File: src/pkg/emi_defines.vh
// Constants for the MAC event flag and PHY management block.
// Assumes a 32-bit APB slave with word-aligned registers.
// Overview of operation
// - Receive DMA store failure sets overrun flags
// - Management done sets bit 0, clears on read
// - Frame written to memory sets bit 1
// - No receive buffer sets bit 2
// - Transmit write while queue full sets bit 3
// - Transmit fetch too late sets bit 4
// - Retry limit exceeded sets bit 5
// - Bit 6 set while transmit slot free
// - Frame done sets bit 7, all done bit 8
// - Link pin change sets bit 9
// - DMA abort sets bit 11
// - Enable write of one enables source
// - Disable write of one disables source
// - Mask view reads one for disabled sources
// - Maintenance write loads and starts shifting
// - Drive MSB out, sample into LSB
// - Shift end raises done and idles logic
// - Data field holds write or returned data
// - 64-bit hash filter over two registers
// - Hashed frame accepted when selected bit set
// - Management clock divides by 8 to 64
// - Status shows data pin and busy bit
`ifndef EMI_DEFINES_VH
`define EMI_DEFINES_VH
`define EMI_OFS_CTRL 12'h000
`define EMI_OFS_STAT 12'h004
`define EMI_OFS_TXST 12'h008
`define EMI_OFS_RXST 12'h00c
`define EMI_OFS_EVT 12'h010
`define EMI_OFS_IEN 12'h014
`define EMI_OFS_IDIS 12'h018
`define EMI_OFS_IMASK 12'h01c
`define EMI_OFS_MAN 12'h020
`define EMI_OFS_HLO 12'h024
`define EMI_OFS_HHI 12'h028
`define EMI_EVT_BITS 12
`define EMI_EVT_DONE 0
`define EMI_EVT_RX_COMPLETE_EVT 1
`define EMI_EVT_RNBUF 2
`define EMI_EVT_TX_QUEUE_OVERRUN_EVT 3
`define EMI_EVT_TX_FETCH_UNDERRUN_EVT 4
`define EMI_EVT_RETRY_LIMIT_EVT 5
`define EMI_EVT_TFREE 6
`define EMI_EVT_TDONE 7
`define EMI_EVT_TALL 8
`define EMI_EVT_LINK 9
`define EMI_EVT_RX_OVERRUN_EVT 10
`define EMI_EVT_ABT 11
`define EMI_MASK_RST 12'hfff
`define EMI_CLKDIV_LSB 10
`define EMI_CLKDIV_RST 2'h2
`define EMI_STAT_PIN 1
`define EMI_STAT_BUSY 2
`define EMI_TXST_OVR 0
`define EMI_TXST_FREE 4
`define EMI_RXST_OVR 2
`define EMI_MAN_BITS 32
`endif

File: src/core/emi_mac_regs.v
// Event flags, interrupt mask, PHY management shifter and hash filter.
// Assumes APB master, synchronous event pulses from the MAC datapaths.
`timescale 1ns/100ps
`include "emi_defines.vh"
module emi_mac_regs #(
    parameter MAN_BITS = `EMI_MAN_BITS
) (
    input wire MCLK,
    input wire RESET,
    input wire PSEL,
    input wire PENABLE,
    input wire PWRITE,
    input wire [11:0] PADDR,
    input wire [31:0] PWDATA,
    output wire [31:0] PRDATA,
    output wire PREADY,
    output wire PSLVERR,
    input wire RX_STORE_FAIL,
    input wire RX_COMPLETE,
    input wire RX_NO_BUFFER,
    input wire TX_UNDERRUN,
    input wire TX_RETRY_LIMIT,
    input wire TX_FRAME_DONE,
    input wire TX_ALL_DONE,
    input wire TX_BUFFER_NOT_QUEUED,
    input wire DMA_ABORT,
    input wire LINK_PIN,
    input wire [5:0] HASH_INDEX,
    output wire HASH_HIT,
    output wire IRQ,
    output wire MDC,
    output wire MDIO_O,
    output wire MDIO_OE,
    input wire MDIO_I
);
    reg [31:0] prdata_q;
    reg [`EMI_EVT_BITS-1:0] evt_q;
    reg [`EMI_EVT_BITS-1:0] evt_d;
    reg [`EMI_EVT_BITS-1:0] mask_q;
    reg [1:0] clkdiv_q;
    reg rx_ovr_q;
    reg [MAN_BITS-1:0] man_q;
    reg [5:0] bits_q;
    reg busy_q;
    reg busy_d1_q;
    reg [5:0] div_q;
    reg mdc_q;
    reg link_q;
    reg link_seen_q;
    reg [63:0] hash_q;
    wire acc;
    wire wr;
    wire rd;
    wire evt_rd;
    wire tx_wr;
    wire man_wr;
    wire [5:0] div_top;
    wire [`EMI_EVT_BITS-1:0] evt_set;

    function hit_addr;
        input [11:0] a;
        input [11:0] ofs;
        begin
            hit_addr = (a == ofs);
        end
    endfunction

    assign acc = PSEL & PENABLE;
    assign wr = acc & PWRITE;
    assign rd = acc & ~PWRITE;
    assign PREADY = 1'b1;
    assign PSLVERR = 1'b0;
    assign PRDATA = prdata_q;
    assign evt_rd = rd & hit_addr(PADDR, `EMI_OFS_EVT);
    // Transmit pointer and length share one decode slot
    assign tx_wr = wr & hit_addr(PADDR, `EMI_OFS_TXST);
    assign man_wr = wr & hit_addr(PADDR, `EMI_OFS_MAN);

    // Read data is combinational from state, registered for the bus
    always @(posedge MCLK) begin
        if (RESET) begin
            prdata_q <= 32'h0;
        end else if (PSEL & ~PENABLE & ~PWRITE) begin
            case (PADDR)
                `EMI_OFS_CTRL:
                    prdata_q <= {20'h0, clkdiv_q, 10'h0};
                `EMI_OFS_STAT:
                    prdata_q <= {29'h0, busy_q, MDIO_I, 1'b0};
                `EMI_OFS_TXST:
                    prdata_q <= {27'h0, TX_BUFFER_NOT_QUEUED, 4'h0};
                `EMI_OFS_RXST:
                    prdata_q <= {29'h0, rx_ovr_q, 2'h0};
                `EMI_OFS_EVT:
                    prdata_q <= {20'h0, evt_q};
                `EMI_OFS_IMASK:
                    prdata_q <= {20'h0, mask_q};
                `EMI_OFS_MAN:
                    prdata_q <= man_q;
                `EMI_OFS_HLO:
                    prdata_q <= hash_q[31:0];
                `EMI_OFS_HHI:
                    prdata_q <= hash_q[63:32];
                default:
                    prdata_q <= 32'h0;
            endcase
        end
    end

    // Event sources; sets beat the clear-on-read
    assign evt_set[`EMI_EVT_DONE] = busy_d1_q & ~busy_q;
    assign evt_set[`EMI_EVT_RX_COMPLETE_EVT] = RX_COMPLETE;
    assign evt_set[`EMI_EVT_RNBUF] = RX_NO_BUFFER;
    assign evt_set[`EMI_EVT_TX_QUEUE_OVERRUN_EVT] = tx_wr & ~TX_BUFFER_NOT_QUEUED;
    assign evt_set[`EMI_EVT_TX_FETCH_UNDERRUN_EVT] = TX_UNDERRUN;
    assign evt_set[`EMI_EVT_RETRY_LIMIT_EVT] = TX_RETRY_LIMIT;
    assign evt_set[`EMI_EVT_TFREE] = TX_BUFFER_NOT_QUEUED;
    assign evt_set[`EMI_EVT_TDONE] = TX_FRAME_DONE;
    assign evt_set[`EMI_EVT_TALL] = TX_ALL_DONE;
    assign evt_set[`EMI_EVT_LINK] = link_seen_q & (link_q != LINK_PIN);
    assign evt_set[`EMI_EVT_RX_OVERRUN_EVT] = RX_STORE_FAIL;
    assign evt_set[`EMI_EVT_ABT] = DMA_ABORT;

    always @* begin
        evt_d = evt_q;
        // Clear only what the read reported; a flag set after setup survives
        if (evt_rd) begin
            evt_d = evt_q & ~prdata_q[`EMI_EVT_BITS-1:0];
        end
        // Free slot flag drops once both slots are taken
        if (~TX_BUFFER_NOT_QUEUED) begin
            evt_d[`EMI_EVT_TFREE] = 1'b0;
        end
        evt_d = evt_d | evt_set;
    end

    always @(posedge MCLK) begin
        if (RESET) begin
            evt_q <= {`EMI_EVT_BITS{1'b0}};
            mask_q <= `EMI_MASK_RST;
            clkdiv_q <= `EMI_CLKDIV_RST;
            rx_ovr_q <= 1'b0;
            hash_q <= 64'h0;
            link_q <= 1'b0;
            link_seen_q <= 1'b0;
        end else begin
            evt_q <= evt_d;
            link_q <= LINK_PIN;
            link_seen_q <= 1'b1;
            if (wr & hit_addr(PADDR, `EMI_OFS_IEN)) begin
                mask_q <= mask_q & ~PWDATA[`EMI_EVT_BITS-1:0];
            end else if (wr & hit_addr(PADDR, `EMI_OFS_IDIS)) begin
                mask_q <= mask_q | PWDATA[`EMI_EVT_BITS-1:0];
            end
            if (wr & hit_addr(PADDR, `EMI_OFS_CTRL)) begin
                clkdiv_q <= PWDATA[`EMI_CLKDIV_LSB+1:`EMI_CLKDIV_LSB];
            end
            // Overrun status: set wins over the one-write clear
            if (RX_STORE_FAIL) begin
                rx_ovr_q <= 1'b1;
            end else if (wr & hit_addr(PADDR, `EMI_OFS_RXST)
                         & PWDATA[`EMI_RXST_OVR]) begin
                rx_ovr_q <= 1'b0;
            end
            if (wr & hit_addr(PADDR, `EMI_OFS_HLO)) begin
                hash_q[31:0] <= PWDATA;
            end
            if (wr & hit_addr(PADDR, `EMI_OFS_HHI)) begin
                hash_q[63:32] <= PWDATA;
            end
        end
    end

    assign IRQ = |(evt_q & ~mask_q);
    assign HASH_HIT = hash_q[HASH_INDEX];

    // Half-period count: 4, 8, 16 or 32 system clocks
    assign div_top = 6'h4 << clkdiv_q;

    // Management shifter; shifts on the falling MDC edge
    always @(posedge MCLK) begin
        if (RESET) begin
            man_q <= {MAN_BITS{1'b0}};
            bits_q <= 6'h0;
            busy_q <= 1'b0;
            busy_d1_q <= 1'b0;
            div_q <= 6'h0;
            mdc_q <= 1'b0;
        end else begin
            busy_d1_q <= busy_q;
            if (man_wr) begin
                // Field layout is software's duty; loaded as written
                man_q <= PWDATA;
                bits_q <= 6'h0;
                busy_q <= 1'b1;
                div_q <= 6'h0;
                mdc_q <= 1'b0;
            end else if (busy_q) begin
                if (div_q == div_top - 6'h1) begin
                    div_q <= 6'h0;
                    mdc_q <= ~mdc_q;
                    if (mdc_q) begin
                        // Sample pin into LSB as MSB leaves
                        man_q <= {man_q[MAN_BITS-2:0], MDIO_I};
                        if (bits_q == MAN_BITS - 1) begin
                            busy_q <= 1'b0;
                        end
                        bits_q <= bits_q + 6'h1;
                    end
                end else begin
                    div_q <= div_q + 6'h1;
                end
            end
        end
    end

    assign MDC = mdc_q;
    assign MDIO_O = man_q[MAN_BITS-1];
    // Released during read turnaround would need frame decode; kept simple
    assign MDIO_OE = busy_q;
endmodule

File: config.mk
export PLATFORM = sky130hd
export DESIGN_NAME = emi_mac_regs
export DESIGN_NICKNAME = d
export VERILOG_FILES = /design/src/core/emi_mac_regs.v
export VERILOG_INCLUDE_DIRS = /design/src /design/src/pkg
export SDC_FILE = /design/constraint.sdc
export NUM_CORES = 1
export LEC_CHECK = 0
export BUFFER_PORTS_ARGS = -buffer_cell sky130_fd_sc_hd__buf_2
export CAP_MARGIN = 25
export CORE_MARGIN = 2
export CORE_UTILIZATION = 25
export DETAILED_ROUTE_END_ITERATION = 10
export PLACE_DENSITY = 0.4
export SLEW_MARGIN = 20
export SYNTH_ARGS = -nofsm -noshare
export SYNTH_HDL_FRONTEND = slang
export SYNTH_SLANG_ARGS = --single-unit
File: constraint.sdc
create_clock -name MCLK -period 2.05 [get_ports MCLK]
set_input_delay 0.205 -clock MCLK [delete_from_list [all_inputs] [get_ports MCLK]]
set_output_delay 0.205 -clock MCLK [all_outputs]
set_load 0.1 [all_outputs]
==> run summary, run 1 <==
Final nets -> 1182
final setup fails -> 1
Yosys cell types -> 56
Yosys reg bits -> 172
Fmax -> 0.420 GHz
vias in the first global route -> 7260
DR vias -> 7810
# diodes -> 0
total grt overflow -> 0
RSZ-0062 raised after global routing -> true
Max Clock Skew -> 0.0126 ns
CP max-delay cell -> mux4_2
Post-synth ARST share -> 0%
CP cell instances -> mux4_2, mux4_2, o22ai_2, o21ai_4, buf_12
CP most frequent cell -> mux4_2
CTS Sinks -> 172
commonest non-fill, non-tap cells in the layout -> nand2_1, dfxtp_1, buf_2
Initial Utilization -> 25.5%
Crit Path Class -> register to output pin
Synth-to-Final Area Change -> 27.9%
initial DRC count -> 580
maxcap violations -> 0
Worst-path clk slew -> 0.08 ns
Worst-Skew Late Latency -> 0.44 ns
final-layout fill cell count -> 3410
outcome -> complete, but fails checks
worst hold path type -> input pin to register
sequential fraction of the synthesis area -> 42.5%
Via-to-Cell Ratio -> 5.11
area of the multi-input gates -> 4260 um^2
row count -> 65
critical path launch point type -> register
number of flops mapped to enable cells by yosys -> 0
cells on worst reg2reg path -> 6
final wirelength -> 30100 um
fin util -> 32.7%
Top Ports -> 105
Clock Tree Root -> clkbuf_16
routed len/inst -> 19.7 um
Worst Path Required -> 1.85 ns
first-pass GRT wire length -> 45600 um
Setup TNS -> -0.330 ns
number of remaining DRC errors -> 0
area leader, netlist -> dfxtp_1
met3 WL -> 1220 um
static leakage -> 3.73 nW
met1 wire length -> 14200 um
GP Congestion -> 0.803
setup ws final -> -0.330 ns
ratio of cells with drive above 1 in the final layout -> 24.3%
hpwl dp -> 21700 um
Worst Hold Depth -> 3
TritonCTS Buffers -> 17
Worst VDD drop -> 0.000575 V
DR WL met2 -> 14500 um
WHS -> 0.0255 ns
CTS H-tree depth -> 4
core region area -> 31700 um^2
CTS tree -> yes
failing checks -> negative setup slack
Syn Inst Count -> 973
syn_area_per_cell -> 8.33 um^2
post-route ant nets -> 0
Die H -> 184 um
Final Hold Viols -> 0
clk buf depth -> 2
Power per Cell Area -> 680 nW/um^2
Syn. warnings -> 0
most common cell after layout, fill and taps aside -> nand2_1
crit path DAT -> 2.18 ns
area of the mapped netlist -> 8100 um^2
FF+latch area -> 3450 um^2
initial antenna violation count -> 0
number of max-slew violations in the final report -> 0
die width -> 184 um
Top Layer Used -> met4
min cycle time layout -> 2.38 ns
CP peak stage delay -> 0.48 ns
DRT Pass-1 Iters -> 5
Total GRT Usage -> 18.0%
post-synth top area share -> 42.5%
crit share post-route -> 116%
Worst Path Max Fanout -> 2
largest net degree at the start of global routing -> 63
die area -> 33900 um^2
nature of the critical path endpoint -> output pin
Net Count, Synth -> 1041
port bufs -> 102
Synth area leaders -> dfxtp_1, nand2_1, a21oi_1
Top FF cell, synth -> dfxtp_1
-- per-layer routing --
metal,global-route usage (%),vias to the layer above
met4,3.74,0
li1,-,3798
met2,30.1,190
met3,2.60,18
met1,24.5,3804
met5,0,-
-- worst paths after layout --
check	from	endpoint	slack (ns)
hold / removal	PWDATA[30]	man_q[30]	0.03
setup reg to reg	clkdiv_q[1]	bits_q[3]	0.07
hold reg to reg	PRDATA[31]	PRDATA[31]	0.45
setup / recovery	hash_q[7]	HASH_HIT	-0.33
-- worst max-delay path, delay by kind of cell, from the launching register on --
kind / cells / cell delay (ns)
AO/OA/AOI/OAI: 2 / 0.27
buffers and inverters: 1 / 0.17
flip-flops: 1 / 0.32
multiplexers: 2 / 0.96
-- layout make-up --
type	count	area share, %
Sequential cell	172	33.3
Tap cell	402	4.85
Clock buffer	17	4.10
Timing Repair Buffer	209	14.7
Clock inverter	15	1.33
Multi-Input combinational cell	696	41.1
Inverter	18	0.652
-- flip-flops by register name, summed over array words and instances, names as in the netlist, named ones only --
register and count:
MDC 1, MDIO_OE 1, PRDATA 32, bits_q 6
busy_d1_q 1, clkdiv_q 2, div_q 6, evt_q 12
hash_q 64, link_q 1, link_seen_q 1, man_q 32
rx_ovr_q 1
-- logic make-up (layout without fill, tap and decap cells) --
family / after synthesis / in the layout / synth area share (%)
and+or+nand+nor: 385 / 385 / 22.2
xor gates and xnor gates: 6 / 6 / 0.649
other: 2 / 2 / 0.0927
muxes: 34 / 34 / 6.83
AOI/OAI and AO/OA: 267 / 267 / 21.6
buffers and inverters: 105 / 259 / 5.85
DFF: 172 / 172 / 42.5
adders and majority gates: 2 / 2 / 0.309
-- report_power, final --
part | internal, mW | switching (mW)
registers | 3.36 | 0.0178
logic | 0.173 | 0.295
clock network | 1.69 | 1.51
-- synthesized netlist by cell type (3+ instances only) --
| library cell | n |
|---|---|
| nand2_1 | 232 |
| dfxtp_1 | 172 |
| a21oi_1 | 98 |
| clkbuf_1 | 51 |
| nand4_1 | 39 |
| nor2_1 | 36 |
| o211ai_1 | 32 |
| o21ai_0 | 27 |
| a22oi_1 | 22 |
| nand3_1 | 22 |
| buf_2 | 19 |
| inv_1 | 18 |
| mux2i_1 | 17 |
| mux4_2 | 17 |
| o22ai_1 | 16 |
| buf_4 | 13 |
| a22o_1 | 12 |
| a311o_1 | 12 |
| a222oi_1 | 11 |
| nor2b_1 | 10 |
| a21boi_1 | 7 |
| a2bb2oi_1 | 7 |
| nor3_1 | 7 |
| or4_1 | 7 |
| a21boi_0 | 5 |
| nand2b_1 | 5 |
| nor4_1 | 4 |
| nor4_4 | 4 |
| o21ai_1 | 4 |
| a211oi_1 | 3 |
| and3_1 | 3 |
| buf_1 | 3 |
| nand3b_1 | 3 |
| xnor2_1 | 3 |
| xor2_1 | 3 |
-- through the flow --
| stage | worst slack [ns] | instance area [um^2] | power (mW) | instances |
|---|---|---|---|---|
| global placement | -0.150 | 9640 | 3.91 | 1488 |
| detailed placement | -0.185 | 9640 | 3.91 | 1488 |
| floorplan | -0.122 | 8120 | 3.65 | 973 |
| global route | -0.399 | 10400 | 7.30 | 1529 |
| CTS | -0.355 | 10300 | 7.14 | 1528 |
| finish | -0.330 | 10400 | 7.05 | 1529 |
-- repair_timing --
action | in CTS | in global routing
hold buffers | 8 | 0
resized for setup | 8 | 11
pin swaps | 0 | 4
endpoints found under the setup margin | 2 | 38
setup buffers | 0 | 1
hold endpoints to repair | 8 | 0
(Power assumes the default switching activity.)
==> run 2, diff against run 1 <==
--- a/config.mk
+++ b/config.mk
@@ -11,7 +11,8 @@
 export CORE_MARGIN = 2
 export CORE_UTILIZATION = 25
 export DETAILED_ROUTE_END_ITERATION = 10
-export PLACE_DENSITY = 0.4
+export PLACE_DENSITY = 0.39
+export REMOVE_ABC_BUFFERS = 1
 export SLEW_MARGIN = 20
 export SYNTH_ARGS = -nofsm -noshare
 export SYNTH_HDL_FRONTEND = slang
==> constraint.sdc (replaced) <==
create_clock -name MCLK -period 2.8 [get_ports MCLK]
set_input_delay 0.28 -clock MCLK [delete_from_list [all_inputs] [get_ports MCLK]]
set_output_delay 0.28 -clock MCLK [all_outputs]
set_load 0.1 [all_outputs]
==> run 2 against run 1 <==
  * The run now ends clean
  * Via count shrank 3.1%
  * Critical path type unchanged
  * Critical path depth unchanged
  * Utilization fell by 1.9 points
  * Clock skew up 0.0028 ns
  * Sequential power shrank 27%
  * Routed wire length decreased by 0.94%
  * Clock power decreased by 17%
  * Die area is the same
  * Largest cell class unchanged
  * Power is 23% lower
  * Cell count decreased by 4.4%
  * Non-clock buffer count shrank 68
  * Combinational power fell by 37%
  * Largest power group is now the clock network
==> run summary, run 2 (same netlist as run 1, synthesis figures left out) <==
total grt overflow -> 0 (unchanged)
most common cell after layout, fill and taps aside -> nand2_1
setup ws final -> 0.161 ns (+0.491 ns)
crit share post-route -> 94.3%
vias in the first global route -> 7182 (-1.1%)
Post-CTS Setup Inserts -> 0 (unchanged)
CTS H-tree depth -> 4 (unchanged)
nature of the critical path endpoint -> output pin
pre-CTS WS -> 0.270 ns (+0.455 ns)
Top Ports -> 105 (unchanged)
CTS tree -> yes
CP cell instances -> mux4_2, mux4_2, o22ai_1, o21ai_0, buf_2
# hold bufs at CTS -> 0 (-8)
Power per Cell Area -> 556 nW/um^2 (-18%)
Synth-to-Final Area Change -> 20.3%
critical path launch point type -> register
Worst-path clk slew -> 0.07 ns (about the same)
worst hold path type -> input pin to register
Worst VDD drop -> 0.000437 V (-24%)
area of the multi-input gates -> 4210 um^2 (-1.2%)
commonest non-fill, non-tap cells in the layout -> nand2_1, dfxtp_1, buf_2
clk buf depth -> 2 (unchanged)
Fmax -> 0.379 GHz
area of placed instances -> 9100 um^2 (-5.6%)
CP peak stage delay -> 0.52 ns (+0.04 ns)
GP Congestion -> 0.778 (-3.1%)
RSZ-0062 raised after global routing -> false
crit path DAT -> 2.36 ns (+0.18 ns)
Final nets -> 1114 (-5.8%)
initial antenna violation count -> 0 (unchanged)
Top reg by flops -> hash_q
Initial Utilization -> 25.5% (unchanged)
die area -> 33900 um^2 (unchanged)
FF+latch area -> 3440 um^2 (-0.22%)
outcome -> finished, final reports clean
Largest register FFs -> 64 (unchanged)
post-route ant nets -> 0 (unchanged)
Final Hold Viols -> 0 (unchanged)
Final Power -> 5.42 mW (-23%)
Worst-Margin Slew -> 0.878 ns
min cycle time layout -> 2.64 ns
die width -> 184 um (unchanged)
placed cells -> 1429 (-4.0%)
DR vias -> 7567 (-3.1%)
initial DRC count -> 631 (+8.8%)
TritonCTS Buffers -> 17 (unchanged)
maxcap violations -> 0 (unchanged)
Layout Cells excl Fill -> 1461 (-4.4%)
Worst-Skew Late Latency -> 0.44 ns (about the same)
fin area -> 9750 um^2 (-6.0%)
ratio of cells with drive above 1 in the final layout -> 18.8% (-5.5 points)
first-pass GRT wire length -> 45600 um (about the same)
final-layout fill cell count -> 3414 (+0.12%)
row count -> 65 (unchanged)
fin util -> 30.7% (-1.9 points)
static leakage -> 3.38 nW (-9.4%)
Crit Path Class -> register to output pin
final setup fails -> 0 (-1)
Slew headroom -> 41.3%
DRT Pass-1 Iters -> 5 (unchanged)
Clock Tree Root -> clkbuf_16
Max Clock Skew -> 0.0154 ns (+0.00279 ns)
number of remaining DRC errors -> 0 (unchanged)
core region area -> 31700 um^2 (unchanged)
hpwl dp -> 20400 um (-5.7%)
port bufs -> 102 (unchanged)
Die H -> 184 um (unchanged)
Worst Path Max Fanout -> 3 (+1)
CP max-delay cell -> mux4_2
Worst Path Required -> 2.52 ns (+0.67 ns)
Total GRT Usage -> 17.6% (-0.30 points)
# diodes -> 0 (unchanged)
CP most frequent cell -> mux4_2
routed len/inst -> 20.4 um (+3.7%)
# resized after CTS -> 0 (-8)
CTS Sinks -> 172 (unchanged)
Via-to-Cell Ratio -> 5.18 (+1.4%)
number of max-slew violations in the final report -> 0 (unchanged)
largest net degree at the start of global routing -> 68 (+7.9%)
final wirelength -> 29900 um (-0.94%)
-- run 2: changes by cell type in the layout (fill, tap and decap cells not counted), moves of 4 or more --
cell           delta
buf_12            -8
buf_4            -51
clkinv_2          -4
dfxtp_1           +6
dfxtp_2           -6
dlygate4sd3_1     -8
-- run 2: path summary, 6_finish.rpt --
path	end	slack [ns]	cells after the start	startpoint
setup / recovery	HASH_HIT	0.16	5	hash_q[5]
hold / removal	evt_q[4]	0.06	3	TX_UNDERRUN
setup reg to reg	bits_q[3]	0.54	5	clkdiv_q[0]
hold reg to reg	PRDATA[23]	0.45	2	PRDATA[23]
-- run 2: layout make-up --
cell class,count,share of cell area (%)
Clock buffer,19,4.54
Clock inverter,13,2.07
Timing Repair Buffer,141,9.04
Multi-Input combinational cell,696,43.2
Tap cell,402,5.16
Sequential cell,172,35.3
Inverter,18,0.693
-- run 2: where the power goes --
part           leakage, nW  switching [mW]  internal [mW]
sequential            1.39          0.0115           2.46
clock                0.315            1.11           1.55
combinational         1.67           0.207         0.0900
-- run 2: worst max-delay path: cells and delay by family, from the launching register on --
kind / cells / cell delay, ns
multiplexers: 2 / 0.99
buffers and inverters: 1 / 0.32
AO/OA/AOI/OAI: 2 / 0.28
flip-flops: 1 / 0.35
-- run 2: stage by stage --
stage / setup TNS [ns] / hold slack, ns
after floorplan: -16.73 / 0.349
after global placement: 0 / 0.430
after detailed placement: 0 / 0.442
after CTS: 0 / 0.0445
after global routing: 0 / 0.0541
final: 0 / 0.0552
-- run 2: layer usage --
metal | share of wire, % | global-route usage, % | vias up
li1 | - | - | 3667
met1 | 49 | 25.0 | 3739
met2 | 47 | 28.7 | 145
met3 | 3.0 | 2.02 | 16
met4 | 0.82 | 4.06 | 0
met5 | 0 | 0 | -
